## src/verilog/htf_regs.vh

```
// Constants for the Hall/logic_input_a feedback and supervision logic.
// Assumes a 250 MHz mclk and a 32-bit Avalon-MM register port.
`ifndef HTF_REGS_VH
`define HTF_REGS_VH

`define HTF_CLK_MHZ        250
`define HTF_DEGLITCH_US    20
`define HTF_DEGLITCH_CYC   (`HTF_DEGLITCH_US * `HTF_CLK_MHZ)
`define HTF_SPI_READY_US   10
`define HTF_SPI_READY_CYC  (`HTF_SPI_READY_US * `HTF_CLK_MHZ)
`define HTF_WAKE_MS        1
`define HTF_WAKE_CYC       (`HTF_WAKE_MS * 1000 * `HTF_CLK_MHZ)
`define HTF_LOCK_TOL       16'h0008
`define HTF_LOCK_CNT       8'h10

`define HTF_ADDR_CTRL      4'h0
`define HTF_ADDR_SPEED     4'h1
`define HTF_ADDR_LOOP      4'h2
`define HTF_ADDR_ADV       4'h3
`define HTF_ADDR_STATUS    4'h4
`define HTF_ADDR_PERIOD    4'h5
`define HTF_ADDR_OTP       4'h6
`define HTF_ADDR_SRC_W     4

`define HTF_CTRL_RESET     32'h0000_0000
`define HTF_TSRC_TRACE     2'h0
`define HTF_TSRC_LOGIC     2'h1
`define HTF_TSRC_HALL      2'h2
`define HTF_MODE_FREQ      2'h0
`define HTF_MODE_PWM       2'h1
`define HTF_MODE_REG       2'h2

`define HTF_CFG_WORDS      4
`define HTF_CFG_AW         2

`endif

```

## src/verilog/htf_core.v

```verilog
// Hall/logic_input_a feedback, speed mode, lock, config load, fault and wake logic.
// Assumes 250 MHz mclk, pins synchronised here, Avalon-MM master with waitrequest.
// Behaviour
// - Hall edge blanks further edges for 20us
// - Logic_input_a source: trace, logic input, Hall
// - Hall logic_input_a: XOR of three or Hall U
// - Logic_input_a to speed logic and open-drain pin
// - Power-up config from memory or serial EEPROM
// - Writes anytime; memory programmable only once
// - Serial port usable 10us after reset
// - High-side drive enabled within 1ms of enable
// - Three speed modes: freq, duty, register
// - Frequency mode closes loop on input clock
// - Speed measured from Hall or logic_input_a
// - Programmable pole, zero, integrator gain
// - Duty modes run open loop
// - Start up with three-Hall commutation
// - Locked: lock pin low, single Hall unless basic set
// - Locked plus sine enable: sine drive
// - Commutation shifted by commutation_b register
// - Fault stops drive, fault pin low
// - All logic on one internal clock
//
// Register access over Avalon-MM and the placing of the registers were chosen for this implementation.
`timescale 1ns/1ps
`default_nettype none
`include "htf_regs.vh"
module htf_core #(
  parameter WAKE_CYC = `HTF_WAKE_CYC
) (
  input  wire        mclk,
  input  wire        reset_n,
  input  wire [3:0]  avs_address,
  input  wire        avs_read,
  input  wire        avs_write,
  input  wire [31:0] avs_writedata,
  output reg  [31:0] avs_readdata,
  output wire        avs_waitrequest,
  input  wire [2:0]  hall_in,
  input  wire        trace_cmp_in,
  input  wire        logic_input_a,
  input  wire        speed_clk_in,
  input  wire        enable_in,
  input  wire        fault_in,
  input  wire        config_source_select,
  input  wire        eeprom_valid,
  input  wire [31:0] eeprom_data,
  output reg         eeprom_req,
  output reg  [1:0]  eeprom_addr,
  output wire        logic_input_a_feedback_out,
  output wire        logic_input_a_feedback_oe,
  output reg         logic_input_a_signal,
  output reg         speed_locked_out_n,
  output reg         fault_out_n,
  output reg         hs_drive_en,
  output reg         drive_en,
  output reg         single_hall_mode,
  output reg         sine_mode,
  output reg         closed_loop,
  output reg  [7:0]  commutation_b,
  output reg  [15:0] duty_cmd,
  output reg  [2:0]  hall_clean
);
  localparam ST_LOAD = 2'h0;
  localparam ST_WAIT = 2'h1;
  localparam ST_RUN  = 2'h2;

  // Two-flop synchronisers for every pin
  reg [8:0] pin_s1;
  reg [8:0] pin_s2;
  reg [1:0] sync_fill;
  always @(posedge mclk or negedge reset_n) begin
    if (!reset_n) begin
      pin_s1    <= 9'h000;
      pin_s2    <= 9'h000;
      sync_fill <= 2'h0;
    end else begin
      pin_s1    <= {config_source_select, fault_in, enable_in, speed_clk_in, logic_input_a, trace_cmp_in, hall_in};
      pin_s2    <= pin_s1;
      sync_fill <= {sync_fill[0], 1'b1};
    end
  end
  wire [2:0] hall_s   = pin_s2[2:0];
  wire       trace_s  = pin_s2[3];
  wire       logic_input_a_s   = pin_s2[4];
  wire       sclk_s   = pin_s2[5];
  wire       en_s     = pin_s2[6];
  wire       fault_s  = pin_s2[7];
  wire       cfgsel_s = pin_s2[8];

  wire [2:0] hall_d;
  wire [2:0] hall_edge;
  genvar g;
  generate
    for (g = 0; g < 3; g = g + 1) begin : g_hall
      htf_deglitch #(.CYCLES(`HTF_DEGLITCH_CYC)) u_dg (
        .mclk       (mclk),
        .reset_n    (reset_n),
        .raw        (hall_s[g]),
        .clean      (hall_d[g]),
        .edge_pulse (hall_edge[g])
      );
    end
  endgenerate

  // Control register fields
  reg [31:0] ctrl_reg;
  reg [31:0] speed_reg;
  reg [31:0] loop_reg;
  wire [1:0] logic_input_a_sel   = ctrl_reg[1:0];
  wire       hall_xor   = ctrl_reg[2];
  wire       meas_logic_input_a  = ctrl_reg[3];
  wire       sine_en    = ctrl_reg[4];
  wire       basic      = ctrl_reg[5];
  wire [1:0] speed_mode = ctrl_reg[7:6];

  // Logic_input_a source selection
  reg next_logic_input_a;
  always @* begin
    case (logic_input_a_sel)
      `HTF_TSRC_TRACE: next_logic_input_a = trace_s;
      `HTF_TSRC_LOGIC: next_logic_input_a = logic_input_a_s;
      `HTF_TSRC_HALL:  next_logic_input_a = hall_xor ? ^hall_d : hall_d[0];
      default:         next_logic_input_a = trace_s;
    endcase
  end
  // Open drain: pull low when logic_input_a is low
  assign logic_input_a_feedback_out = 1'b0;
  assign logic_input_a_feedback_oe  = ~logic_input_a_signal;

  // Speed measurement period counter
  reg        logic_input_a_d;
  reg        sclk_d;
  reg [15:0] per_cnt;
  reg [15:0] meas_period;
  reg [15:0] ref_cnt;
  reg [15:0] ref_period;
  reg [15:0] hi_cnt;
  wire meas_edge = meas_logic_input_a ? (logic_input_a_signal & ~logic_input_a_d) : hall_edge[0];
  wire ref_edge  = sclk_s & ~sclk_d;

  // Config load FSM
  reg [1:0]  state;
  reg [1:0]  load_idx;
  reg [15:0] ready_cnt;
  reg        port_ready;
  reg        otp_wr;
  reg [1:0]  otp_addr;
  wire [31:0] otp_rdata;
  wire        otp_burned;

  htf_cfg_mem u_mem (
    .mclk    (mclk),
    .reset_n (reset_n),
    .addr    (otp_addr),
    .wr      (otp_wr),
    .wdata   (avs_writedata),
    .rdata   (otp_rdata),
    .burned  (otp_burned)
  );

  reg loaded;
  always @(posedge mclk or negedge reset_n) begin
    if (!reset_n) begin
      state       <= ST_LOAD;
      load_idx    <= 2'h0;
      eeprom_req  <= 1'b0;
      eeprom_addr <= 2'h0;
      loaded      <= 1'b0;
      ready_cnt   <= 16'h0000;
      port_ready  <= 1'b0;
    end else begin
      if (ready_cnt != `HTF_SPI_READY_CYC - 1) begin
        ready_cnt <= ready_cnt + 16'h0001;
      end
      if (ready_cnt == `HTF_SPI_READY_CYC - 1 && loaded) begin
        port_ready <= 1'b1;
      end
      case (state)
        ST_LOAD: begin
          // Wait until the source pin has crossed both flops, else word 0 comes from the wrong source
          if (sync_fill[1]) begin
            eeprom_req  <= cfgsel_s;
            eeprom_addr <= load_idx;
            state       <= ST_WAIT;
          end
        end
        ST_WAIT: begin
          if (!cfgsel_s || eeprom_valid) begin
            eeprom_req <= 1'b0;
            if (load_idx == `HTF_CFG_WORDS - 1) begin
              state  <= ST_RUN;
              loaded <= 1'b1;
            end else begin
              load_idx <= load_idx + 2'h1;
              state    <= ST_LOAD;
            end
          end
        end
        ST_RUN: state <= ST_RUN;
        default: state <= ST_LOAD;
      endcase
    end
  end
  wire [31:0] load_word = cfgsel_s ? eeprom_data : otp_rdata;
  wire        load_take = (state == ST_WAIT) && (!cfgsel_s || eeprom_valid);

  // Bus: waitrequest held until port ready, else one-cycle answer
  reg rd_done;
  wire bus_req = avs_read | avs_write;
  assign avs_waitrequest = bus_req & (~port_ready | (avs_read & ~rd_done));
  wire wr_go = avs_write & port_ready;

  always @* begin
    otp_addr = (state == ST_RUN) ? avs_writedata[31:30] : load_idx;
    otp_wr   = wr_go && avs_address == `HTF_ADDR_OTP && state == ST_RUN;
  end

  reg [7:0] lock_cnt;
  reg       locked;
  reg [15:0] integ;
  reg [15:0] perr;
  wire [15:0] diff = (meas_period > ref_period) ? meas_period - ref_period : ref_period - meas_period;

  always @(posedge mclk or negedge reset_n) begin
    if (!reset_n) begin
      ctrl_reg      <= `HTF_CTRL_RESET;
      speed_reg     <= 32'h0000_0000;
      loop_reg      <= 32'h0000_0000;
      commutation_b <= 8'h00;
      avs_readdata  <= 32'h0000_0000;
      rd_done       <= 1'b0;
    end else begin
      rd_done <= avs_read & port_ready & ~rd_done;
      if (load_take) begin
        case (load_idx)
          2'h0: ctrl_reg <= load_word;
          2'h1: speed_reg <= load_word;
          2'h2: loop_reg <= load_word;
          default: commutation_b <= load_word[7:0];
        endcase
      end else if (wr_go) begin
        case (avs_address)
          `HTF_ADDR_CTRL:  ctrl_reg <= avs_writedata;
          `HTF_ADDR_SPEED: speed_reg <= avs_writedata;
          `HTF_ADDR_LOOP:  loop_reg <= avs_writedata;
          `HTF_ADDR_ADV:   commutation_b <= avs_writedata[7:0];
          default: ;
        endcase
      end
      if (avs_read & port_ready & ~rd_done) begin
        case (avs_address)
          `HTF_ADDR_CTRL:   avs_readdata <= ctrl_reg;
          `HTF_ADDR_SPEED:  avs_readdata <= speed_reg;
          `HTF_ADDR_LOOP:   avs_readdata <= loop_reg;
          `HTF_ADDR_ADV:    avs_readdata <= {24'h000000, commutation_b};
          `HTF_ADDR_STATUS: avs_readdata <= {24'h000000, otp_burned, sine_mode, single_hall_mode, hs_drive_en,
                                             fault_out_n, speed_locked_out_n, logic_input_a_signal, loaded};
          `HTF_ADDR_PERIOD: avs_readdata <= {ref_period, meas_period};
          default:          avs_readdata <= 32'h0000_0000;
        endcase
      end
    end
  end

  // Speed, loop, lock, drive
  reg [31:0] wake_cnt;
  always @(posedge mclk or negedge reset_n) begin
    if (!reset_n) begin
      logic_input_a_signal        <= 1'b0;
      logic_input_a_d             <= 1'b0;
      sclk_d             <= 1'b0;
      per_cnt            <= 16'h0000;
      meas_period        <= 16'h0000;
      ref_cnt            <= 16'h0000;
      ref_period         <= 16'h0000;
      hi_cnt             <= 16'h0000;
      duty_cmd           <= 16'h0000;
      closed_loop        <= 1'b0;
      integ              <= 16'h0000;
      perr               <= 16'h0000;
      lock_cnt           <= 8'h00;
      locked             <= 1'b0;
      speed_locked_out_n <= 1'b1;
      single_hall_mode   <= 1'b0;
      sine_mode          <= 1'b0;
      fault_out_n        <= 1'b1;
      drive_en           <= 1'b0;
      hs_drive_en        <= 1'b0;
      wake_cnt           <= 32'h0000_0000;
      hall_clean         <= 3'h0;
    end else begin
      logic_input_a_signal <= next_logic_input_a;
      logic_input_a_d      <= logic_input_a_signal;
      sclk_d      <= sclk_s;
      hall_clean  <= hall_d;
      per_cnt <= meas_edge ? 16'h0000 : per_cnt + 16'h0001;
      if (meas_edge) meas_period <= per_cnt;
      ref_cnt <= ref_edge ? 16'h0000 : ref_cnt + 16'h0001;
      if (ref_edge) ref_period <= ref_cnt;
      hi_cnt <= ref_edge ? 16'h0000 : (sclk_s ? hi_cnt + 16'h0001 : hi_cnt);
      closed_loop <= (speed_mode == `HTF_MODE_FREQ);
      case (speed_mode)
        `HTF_MODE_FREQ: begin
          // PI style trim: error scaled by pole/zero shift and gain
          if (meas_edge) begin
            perr  <= (meas_period - ref_period) >> loop_reg[3:0];
            integ <= integ + ((meas_period - ref_period) >> loop_reg[11:8]);
          end
          duty_cmd <= integ + (perr >> loop_reg[7:4]);
        end
        `HTF_MODE_PWM: begin
          if (ref_edge) duty_cmd <= hi_cnt;
          integ <= 16'h0000;
        end
        `HTF_MODE_REG: begin
          duty_cmd <= speed_reg[15:0];
          integ    <= 16'h0000;
        end
        default: duty_cmd <= 16'h0000;
      endcase
      // Lock: consecutive periods within tolerance
      if (!drive_en) begin
        lock_cnt <= 8'h00;
        locked   <= 1'b0;
      end else if (meas_edge) begin
        if (diff <= `HTF_LOCK_TOL && meas_period != 16'h0000) begin
          if (lock_cnt != `HTF_LOCK_CNT) lock_cnt <= lock_cnt + 8'h01;
          else locked <= 1'b1;
        end else begin
          lock_cnt <= 8'h00;
          locked   <= 1'b0;
        end
      end
      speed_locked_out_n <= ~locked;
      single_hall_mode   <= locked & ~basic;
      sine_mode          <= locked & sine_en;
      fault_out_n        <= ~fault_s;
      // Wake timer: high-side drive enabled once enable has been held for WAKE_CYC cycles
      if (!en_s || fault_s) begin
        wake_cnt    <= 32'h0000_0000;
        hs_drive_en <= 1'b0;
        drive_en    <= 1'b0;
      end else begin
        drive_en <= 1'b1;
        if (wake_cnt != WAKE_CYC - 1) wake_cnt <= wake_cnt + 32'h0000_0001;
        else hs_drive_en <= 1'b1;
      end
    end
  end
  // commutation_b carries the commutation_b shift to the commutator mclk is the one clock
endmodule
`default_nettype wire

```

## src/verilog/htf_deglitch.v

```verilog
// One Hall input deglitcher: first edge accepted, then a blanking window.
// Assumes the input is already synchronised to mclk.
`timescale 1ns/1ps
`default_nettype none
module htf_deglitch #(
  parameter CYCLES = 5000
) (
  input  wire        mclk,
  input  wire        reset_n,
  input  wire        raw,
  output reg         clean,
  output reg         edge_pulse
);
  reg [15:0] hold_cnt;

  always @(posedge mclk or negedge reset_n) begin
    if (!reset_n) begin
      clean      <= 1'b0;
      edge_pulse <= 1'b0;
      hold_cnt   <= 16'h0000;
    end else begin
      edge_pulse <= 1'b0;
      if (hold_cnt != 16'h0000) begin
        // Edges inside the window are dropped and do not restart it
        hold_cnt <= hold_cnt - 16'h0001;
      end else if (raw != clean) begin
        clean      <= raw;
        edge_pulse <= 1'b1;
        hold_cnt   <= CYCLES[15:0] - 16'h0001;
      end
    end
  end
endmodule
`default_nettype wire

```

## src/verilog/htf_cfg_mem.v

```verilog
// Small configuration store standing in for the one-time-programmable array.
// Read data come out of a register; a write-once lock sits per word.
`timescale 1ns/1ps
`default_nettype none
`include "htf_regs.vh"
module htf_cfg_mem (
  input  wire                    mclk,
  input  wire                    reset_n,
  input  wire [`HTF_CFG_AW-1:0]  addr,
  input  wire                    wr,
  input  wire [31:0]             wdata,
  output reg  [31:0]             rdata,
  output wire                    burned
);
  reg [31:0]               mem [0:`HTF_CFG_WORDS-1];
  reg [`HTF_CFG_WORDS-1:0] used = {`HTF_CFG_WORDS{1'b0}};

  assign burned = used[addr];

  // Cells and burn marks survive reset: they stand for non-volatile storage
  always @(posedge mclk) begin
    // Second program of a word is ignored
    if (wr && !used[addr]) begin
      mem[addr]  <= wdata;
      used[addr] <= 1'b1;
    end
  end

  // Unprogrammed words read as zero
  always @(posedge mclk or negedge reset_n) begin
    if (!reset_n) begin
      rdata <= 32'h0000_0000;
    end else begin
      rdata <= used[addr] ? mem[addr] : 32'h0000_0000;
    end
  end
endmodule
`default_nettype wire

```

## config.mk

```make
export PLATFORM = sky130hd
export DESIGN_NAME = htf_core
export DESIGN_NICKNAME = d
export VERILOG_FILES = /design/src/verilog/htf_core.v /design/src/verilog/htf_deglitch.v /design/src/verilog/htf_cfg_mem.v
export VERILOG_INCLUDE_DIRS = /design/src /design/src/verilog
export SDC_FILE = /design/constraint.sdc
export NUM_CORES = 1
export LEC_CHECK = 0
export CORE_AREA = 2 2 317 319
export CTS_CLUSTER_DIAMETER = 120
export DETAILED_ROUTE_END_ITERATION = 10
export DIE_AREA = 0 0 319 321
export DONT_BUFFER_PORTS = 1
export GPL_TIMING_DRIVEN = 0
export PLACE_DENSITY_LB_ADDON = 0.15
export SETUP_SLACK_MARGIN = 0.1
export SLEW_MARGIN = 25
export SYNTH_ARGS = -nofsm -noshare
export SYNTH_HDL_FRONTEND = slang
export SYNTH_SLANG_ARGS = --single-unit
```

## constraint.sdc

```tcl
create_clock -name mclk -period 10.7 [get_ports mclk]
set_input_delay 0 -clock mclk [delete_from_list [all_inputs] [get_ports mclk]]
set_output_delay 0 -clock mclk [all_outputs]
set_load 0.005 [all_outputs]
```

==> impl_metrics.csv, run 1 <==
group,metric,value,unit
synth,synthDistinctLibCells,85,
cts,cts_buffers,71,
grt,overflow,0,
synth,synth-simple-area-share,13.0,%
synth,synthTopCellsByCount,"dfrtp_1 (446), nand2_1 (222), nor2_1 (211)",
synth,yosysMostFrequentCell,"dfrtp_1",
critical_path,worstSetupStartpointType,"register",
power_and_ir_drop,p_switching,0.00210,W
power_and_ir_drop,clkPwrFrac,37.1,%
synth,synthMuxAreaShare,11.0,%
status,status,"complete, no violations",
die,fp.dieW,319,um
grt,grt_pass1_wl,143,mm
synth,synthFlopType,"dfrtp_1",
sta,fin_setup_tns,0,ns
sta,setup_viol,0,
critical_path,crit_fanout,7,
min_path,worst_hold_path_type,"in2reg",
power_and_ir_drop,power_density,191,nW/um2
run,cap_violations,0,
cts,post_cts_buffers,0,
synth,synth_fp_nets,2850,
cts,cts_tree,"done",
cts,hold_buffers,95,
route,ant_nets,0,
synth,syn-cell-area,29400,um2
critical_path,crit_slowest_cell,"a221oi_2",
synth,yosys-top-cells-area,"dfrtp_1 (38%), edfxtp_1 (13%), mux2_2 (4.6%)",
power_and_ir_drop,leakage,14.6,nW
route,vias_per_cell,5.19,
route,wl_per_cell,22.2,um
finish,largestRegisters,"u_mem.mem: 128 flops, g_hall.u_dg.hold_cnt: 48 flops",
critical_path,critPathRequiredTime,11.26,ns
synth,synth_compound_area_share,12.7,%
grt,grt_max_degree,449,
synth,yosysSeqAreaShare,51.6,%
sta,max_freq,149,MHz
sta,fin_crit,6.72,ns
placement,globalplace.congestion,0.932,
critical_path,max_stage_delay,0.63,ns
die,die-height,321,um
synth,synth_edf_count,132,
sta,worstMarginPinSlew,0.958,ns
finish,multi_input_area,13400,um2
route,dr.first_iter.drc_count,1583,
power_and_ir_drop,power.share.sequential,38.9,%
route,vias,21900,
synth,ys_ff_latch,580,
finish,syn2layout_area_growth,17.8,%
die,rows,116,
synth,yosys_warnings,0,
power_and_ir_drop,switching_share,31.7,%
sta,clock_skew,0.0269,ns
synth,synthCells,2677,
critical_path,crit_arrival,7.29,ns
critical_path,crit_path_cell_trace,"inv_1 > ha_1 > inv_1 > fa_1 > a21o_1 > a221oi_2 > a211o_1 > a21oi_1 > xnor2_1 > nor2_1 > a211oi_1 > mux2_4 > a21o_1 > ha_1 > and3_1 > a221oi_1 > a31o_2 > o22ai_1 > o21a_1 > o41ai_1 > xnor2_1 > or4_1 > nand3_1",
synth,synth_top_area_share,38.0,%
placement,dp_hpwl,70.2,mm
placement,port_buffers,0,
critical_path,crit_type,"reg2reg",
cts,cts.sink_count,580,
sta,hold_violations,0,
cts,cts.htree.levels,3,
cts,ctsResizeCount,0,
route,drc,0,
cts,root_buffer,"clkbuf_16",
grt,antenna_found_initial,9,
sta,rsz0062_at_grt,"no",
sta,slew_headroom,35.7,%
synth,async_reset_ff_share,77.2,%
finish,layout.nets,3034,
die,start_util,29.6,%
finish,finalNonFillerCells,4218,
synth,syn_area_per_cell,11.0,um2
route,dr.pass1.iters,5,
critical_path,cp-end-kind,"register",
finish,seqCellArea,15200,um2
power_and_ir_drop,p_comb_share,24.0,%
finish,fill_cells,9992,
grt,grt_pass1_vias,22400,
power_and_ir_drop,ir_drop,0.116,mV
die,core,99300,um2
synth,synth_fa_ha_area_share,3.97,%
grt,grt.total_usage,18.2,%
die,die_area,102000,um2
cts,cts.clk_slew.worst_paths,0.06,ns
sta,slew_viol_final,0,
placement,dp_cells,3987,
synth,synthXorXnorAreaFrac,4.65,%
cts,clk_path_buf_depth,3,
cts,clock_latency,0.64,ns
power_and_ir_drop,power.internal,0.00453,W
synth,synth_top_family_by_area,"simple AND/OR/NAND/NOR gates",
finish,regMostFlops,"u_mem.mem",
finish,drive_gt1_share,12.1,%
synth,yosysTopAreaCell,"dfrtp_1",
die,io_pins,155,
sta,fin_crit_sh,62.8,%
route,drt-total-wl,93.5,mm
finish,largest_register_ffs,128,
## path summary, 6_finish.rpt
path / startpoint / endpoint / slack (ns) / cells past startpoint
hold / removal: eeprom_data[4] / loop_reg[4] / 0.06 / 3
hold reg to reg: sync_fill[0] / sync_fill[1] / 0.35 / 0
setup reg to reg: meas_period[0] / integ[15] / 3.98 / 23
min in group asynchronous: reset_n / duty_cmd[7] / 0.48 / 3
max in group asynchronous: reset_n / u_mem.rdata[1] / 8.57 / 5
setup / recovery: meas_period[0] / integ[15] / 3.98 / 23
## cells by family (layout without fill, tap and decap cells)
family,Yosys count,in the layout
compound gates,571,571
xor+xnor,156,156
flops,580,580
simple gates,796,796
fa+ha+maj,91,91
buf+inv,234,475
other cells,2,4
mux,247,247
## worst max-delay path: cells and delay by family, from the launching register on
kind	cells	cell delay, ns
buffers and inverters	2	0.20
AO/OA/AOI/OAI	11	3.32
flip-flops	1	0.42
multiplexers	1	0.23
AND/OR/NAND/NOR	4	0.83
adder cells (fa/ha/maj)	3	0.87
XOR/XNOR	2	0.75
## power groups by stage
stage,Clock (W),Sequential (W),Combinational (W)
floorplan,0,0.00257,0.00111
finish,0.00246,0.00258,0.00159
detailed placement,0,0.00262,0.00150
global route,0.00262,0.00260,0.00174
CTS,0.00253,0.00258,0.00158
global placement,0,0.00261,0.00148
## routing by layer
layer  routed length (um)  track usage, %  vias up
met3                 5550            4.09      152
met1                42200            24.1    11100
li1                     -               -    10100
met2                43100            29.5      497
met5                   22               0        -
met4                 2670            5.66        4
## cell type report
type,count,area share (%)
inverter,98,1.06
timing repair buffer,111,3.41
buffer,136,1.54
tap,1298,4.69
multi-input combinational,1863,38.6
clock buffer,98,5.86
clock inverter,32,1.04
sequential,580,43.8
antenna,2,0.0144
## layout by cell type, fill, tap and decap left out, types with 45 or more instances in the layout
cell type	count
mux2_2	121
a21oi_1	146
and3_1	64
nor2_1	211
edfxtp_1	132
nor3_1	45
o21ai_0	160
mux2i_1	76
dfrtp_1	446
nand3_1	67
nand2_1	222
ha_1	87
clkbuf_16	72
clkbuf_1	125
dlygate4sd3_1	95
mux4_2	48
xnor2_1	75
inv_1	95
xor2_1	81
## through the flow
step	total power, W	instance area (um2)	setup slack, ns	utilization [%]	hold WS, ns
after floorplan	0.00368	29400	5.15	-	-0.296
after global placement	0.00410	31000	2.86	31.3	-0.281
after detailed placement	0.00412	31200	4.06	31.4	-0.252
after CTS	0.00670	34500	4.02	34.8	0.00161
after global routing	0.00697	34600	3.66	34.9	0.0663
final	0.00663	34600	3.98	34.9	0.0645
Note: power is estimated with default switching activity, not from simulation.
==> inputs of run 2 (changes only) <==
Clock period 10.7 ns to 6.16 ns, I/O delays scaled along.
==> run 2 against run 1 <==
Against the previous run:
- combinational power is 82% higher
- setup slack got worse by 3.8 ns
- first-iteration DRC count shrank 3.5%
- total power increased by 76%
- utilization increased by 0.15 points
- largest cell class unchanged
- flip-flop and latch count unchanged
- final cell count about the same
- highest routed layer is now met4
- register-to-register slack lost 3.8 ns
- wire length increased by 0.15%
- critical path depth fell by 2
==> impl_metrics.csv, run 2 (same netlist as run 1, synthesis figures left out) <==
group,metric,value,unit
status,status,"complete, no violations",
finish,largest_register_ffs,128,
critical_path,reg2regPathDepth,21,
route,dr.pass1.iters,6,
cts,cts.sink_count,580,
placement,dp_hpwl,70.2,mm
route,vias_per_cell,5.18,
die,fp.dieW,319,um
min_path,min_path_cells,3,
die,rows,116,
cts,clk_path_buf_depth,3,
route,dr.first_iter.drc_count,1528,
finish,stdcell_area,34800,um2
critical_path,crit_type,"reg2reg",
critical_path,crit_arrival,6.50,ns
sta,worstMarginPinSlew,1.02,ns
grt,grt_pass1_vias,22400,
finish,layout_commonest_cell,"dfrtp_1",
placement,globalplace.congestion,0.932,
cts,clock_latency,0.63,ns
run,cap_violations,0,
die,start_util,29.6,%
cts,root_buffer,"clkbuf_16",
finish,largestRegisters,"u_mem.mem: 128 flops, g_hall.u_dg.hold_cnt: 48 flops",
power_and_ir_drop,finalPower,0.0117,W
placement,port_buffers,0,
grt,overflow,0,
route,wl_per_cell,22.2,um
sta,slew_headroom,31.7,%
finish,syn2layout_area_growth,18.4,%
finish,drive_gt1_share,13.0,%
cts,cts_buffers,71,
grt,grt_max_degree,449,
finish,regMostFlops,"u_mem.mem",
power_and_ir_drop,ir_drop,0.202,mV
sta,slew_viol_final,0,
die,die-height,321,um
placement,dp_cells,3987,
critical_path,worstSetupStartpointType,"register",
sta,fin_crit_sh,96.4,%
grt,grt.total_usage,18.2,%
die,die_area,102000,um2
cts,cts.htree.levels,3,
route,drc,0,
finish,finalNonFillerCells,4221,
sta,rsz0062_at_grt,"yes",
power_and_ir_drop,power_density,335,nW/um2
sta,hold_slack,0.0589,ns
sta,max_freq,168,MHz
route,ant_nets,0,
grt,grt_pass1_wl,143,mm
sta,hold_violations,0,
sta,fin_crit,5.94,ns
sta,clock_skew,0.0261,ns
cts,cts.clk_slew.worst_paths,0.06,ns
die,core,99300,um2
placement,placed_area,31200,um2
cts,cts_tree,"done",
route,drt-total-wl,93.7,mm
critical_path,critPathRequiredTime,6.72,ns
finish,layout.nets,3036,
min_path,worst_hold_path_type,"in2reg",
critical_path,crit_fanout,5,
die,io_pins,155,
power_and_ir_drop,leakage,14.6,nW
finish,final_cell_mix,"dfrtp_1 (439), nand2_1 (222), nor2_1 (211)",
route,vias,21900,
sta,setup_viol,0,
grt,antenna_found_initial,9,
critical_path,cp-end-kind,"register",
==> run 2: report_power, final <==
part	switching [W]	leakage (nW)	internal (W)
Sequential	0.000276	7.09	0.00421
Clock	0.00173	1.18	0.00254
Combinational	0.00169	6.35	0.00121
Total	0.00370	14.6	0.00795
==> run 2: stage by stage <==
| stage | TNS, ns | worst slack (ns) | utilization (%) |
|---|---|---|---|
| final | 0 | 0.219 | 35.1 |
| after global routing | 0 | 0.0429 | 35.1 |
| after CTS | 0 | 0.0729 | 34.8 |
| after detailed placement | -1.05 | -0.484 | 31.4 |
| after global placement | -107.70 | -1.68 | 31.3 |
| after floorplan | 0 | 0.608 | - |
==> run 2: cell type report <==
| cell class | count | area (um2) |
|---|---|---|
| Buffer | 136 | 541 |
| Clock buffer | 98 | 2030 |
| Tap cell | 1298 | 1620 |
| Multi-Input combinational cell | 1863 | 13500 |
| Timing Repair Buffer | 113 | 1190 |
| Clock inverter | 32 | 362 |
| Inverter | 98 | 368 |
| Antenna cell | 3 | 7.51 |
| Sequential cell | 580 | 15200 |
| Fill cell | 9983 | 64500 |
==> run 2: worst paths after layout <==
check                                from        endpoint  slack (ns)
setup reg to reg            ref_period[5]       integ[15]        0.22
hold reg to reg              sync_fill[0]    sync_fill[1]        0.35
min in group asynchronous         reset_n        integ[3]        0.42
max in group asynchronous         reset_n  meas_period[5]        3.10
hold / removal             eeprom_data[4]     ctrl_reg[4]        0.06
setup / recovery            ref_period[5]       integ[15]        0.22
==> run 2: worst max-delay path, cell delays in order, from the launching register on <==
cell and delay (ns):
dfrtp_1 0.46, inv_1 0.12, ha_1 0.30, a21oi_4 0.24, o22ai_2 0.15, or3_4 0.36, o21a_4 0.23, mux2_4 0.33
or2_4 0.29, mux4_2 0.50, mux2_4 0.28, a21o_1 0.20, ha_1 0.33, and3_1 0.23, a221oi_4 0.35, a31o_2 0.25
o22ai_1 0.11, o21a_1 0.24, o41ai_4 0.25, xnor2_1 0.11, or4_1 0.46, nand3_1 0.08
==> run 2: timing repair <==
action	in CTS	in global routing
resized for setup	14	22
endpoints found under the setup margin	5	4
hold buffers	93	2
endpoints found under the hold margin	709	141
buffers inserted	0	3
pin swaps	0	1
==> run 2: routing by layer <==
layer	part of all wire, %	GRT usage (%)	vias to the layer above	wire (um)
li1	-	-	10100	-
met1	45	24.1	11100	42200
met2	46	29.6	515	43100
met3	6.0	4.10	146	5580
met4	2.9	5.68	0	2730
met5	0	0	-	0
==> inputs of run 3 (changes only) <==
Clock period 6.16 ns to 6.6 ns, I/O delays scaled along.
==> run 3 against run 2 <==
Against the previous run:
- first-iteration DRC count increased by 2.6%
- sequential power decreased by 6.7%
- global-route usage about the same
- critical path depth increased by 1
- clock power decreased by 6.8%
- via count about the same
- largest cell class unchanged
- largest power group unchanged
==> impl_metrics.csv, run 3 (same netlist as run 1, synthesis figures left out) <==
group,metric,value,unit
critical_path,max_stage_delay,0.49,ns
critical_path,cp.depth,22,
grt,antenna_found_initial,10,
finish,stdcell_area,34700,um2
min_path,min_to,"loop_reg[4]",
route,vias_per_cell,5.19,
sta,max_freq,161,MHz
sta,slew_viol_final,0,
power_and_ir_drop,ir_drop,0.188,mV
sta,hold_violations,0,
critical_path,crit_arrival,6.79,ns
cts,cts.htree.levels,3,
placement,placed_area,31200,um2
sta,rsz0062_at_grt,"no",
finish,post-route-util,34.9,%
cts,clk_path_buf_depth,3,
cts,cts.sink_count,580,
critical_path,worstReg2RegEnd,"integ[15]",
placement,dp_hpwl,70.2,mm
sta,worstMarginPinSlew,1.01,ns
critical_path,reg2regPathDepth,22,
route,ant_nets,0,
critical_path,worstSetupStartpointType,"register",
finish,regMostFlops,"u_mem.mem",
sta,fin_setup_tns,0,ns
status,status,"complete, no violations",
cts,clock_latency,0.63,ns
critical_path,r2r_setup_slack,0.38,ns
critical_path,crit_fanout,10,
placement,port_buffers,0,
critical_path,rr_startpoint,"meas_period[5]",
cts,cts_tree,"done",
cts,root_buffer,"clkbuf_16",
finish,final_cell_mix,"dfrtp_1 (446), nand2_1 (222), nor2_1 (211)",
finish,syn2layout_area_growth,17.9,%
power_and_ir_drop,finalPower,0.0108,W
sta,slew_headroom,32.5,%
route,wl_per_cell,22.2,um
min_path,min_path_cells,3,
grt,overflow,0,
finish,drive_gt1_share,12.3,%
finish,layout.nets,3033,
finish,largest_register_ffs,128,
placement,globalplace.congestion,0.932,
grt,grt_pass1_vias,22400,
finish,fill_cells,9989,
sta,setup_viol,0,
sta,setup_ws,0.376,ns
critical_path,crit_family,"compound AO/OA/AOI/OAI gates",
cts,cts.clk_slew.worst_paths,0.06,ns
finish,layout_commonest_cell,"dfrtp_1",
die,core,99300,um2
critical_path,critPathRequiredTime,7.16,ns
die,start_util,29.6,%
route,drt-total-wl,93.5,mm
power_and_ir_drop,power_density,311,nW/um2
critical_path,cp-end-kind,"register",
die,die_area,102000,um2
cts,post_cts_buffers,0,
cts,cts_buffers,71,
finish,largestRegisters,"u_mem.mem: 128 flops, g_hall.u_dg.hold_cnt: 48 flops",
min_path,min_from,"eeprom_data[4]",
sta,fin_crit_sh,94.3,%
route,drc,0,
min_path,worst_hold_path_type,"in2reg",
critical_path,crit_slowest_cell,"mux4_2",
finish,multi_input_area,13400,um2
critical_path,crit_type,"reg2reg",
route,vias,21900,
sta,clock_skew,0.0233,ns
route,dr.pass1.iters,7,
critical_path,crit_path_cell_trace,"inv_1 > ha_1 > buf_2 > nand3_1 > or2_2 > a21oi_4 > o21a_4 > mux2_4 > or2_4 > mux4_2 > mux2_4 > a21o_1 > ha_1 > and3_1 > a221oi_2 > a31o_2 > o22ai_1 > o21a_1 > o41ai_2 > xnor2_1 > or4_1 > nand3_1",
power_and_ir_drop,leakage,14.6,nW
run,cap_violations,0,
sta,fin_crit,6.22,ns
grt,grt_pass1_wl,143,mm
placement,place_ws,-0.0438,ns
die,io_pins,155,
route,dr.first_iter.drc_count,1568,
grt,grt_max_degree,449,
die,fp.dieW,319,um
finish,seqCellArea,15200,um2
critical_path,worst-path-buf-inv,2,
die,die-height,321,um
grt,grt.total_usage,18.2,%
die,rows,116,
## run 3: routing by layer
metal	vias up	global-route usage (%)	routed length [um]
met5	-	0	0
met4	0	5.64	2720
met3	148	4.10	5830
met2	534	29.6	43100
met1	11100	24.1	41900
li1	10100	-	-
## run 3: how the worst max path moves through the flow
stage / from / end / slack, ns
5_1_grt: meas_period[10] / integ[15] / 0.15
3_3_place_gp: state[1] / u_mem.mem[3][26] / -1.24
2_1_floorplan: meas_period[1] / integ[15] / 1.05
3_5_place_dp: meas_period[0] / integ[15] / -0.04
6_report: meas_period[5] / integ[15] / 0.38
4_1_cts: meas_period[10] / integ[14] / 0.11
## run 3: where the power goes
group	internal, W	switching (W)	leakage [nW]
clock	0.00237	0.00162	1.18
sequential	0.00393	0.000258	7.10
combinational	0.00107	0.00155	6.30
total	0.00736	0.00342	14.6
## run 3: worst reg2reg max path, delay by kind of cell, from the launching register on
family / cells / cell delay, ns
flops: 1 / 0.43
simple gates: 6 / 1.64
fa+ha+maj: 2 / 0.61
compound gates: 8 / 1.94
buf+inv: 2 / 0.32
mux: 3 / 1.11
xor+xnor: 1 / 0.12
## run 3: cell type report
cell class	count	area share, %
Inverter	98	1.06
Clock inverter	32	1.04
Sequential cell	580	43.8
Tap cell	1298	4.68
Buffer	136	1.54
Antenna cell	4	0.0289
Clock buffer	98	5.85
Timing Repair Buffer	110	3.32
Multi-Input combinational cell	1863	38.7
## run 3: metrics by stage
stage,hold slack [ns],std cells
after floorplan,-0.296,2677
after global placement,-0.281,3975
after detailed placement,-0.252,3987
after CTS,-0.968,4210
after global routing,0.0686,4217
final,0.0582,4219
## run 3: what timing repair did
item / CTS / global route
setup endpoints to repair: 1 / 4
hold buffers: 93 / 2
gates resized for setup: 3 / 6
hold endpoints to repair: 709 / 141
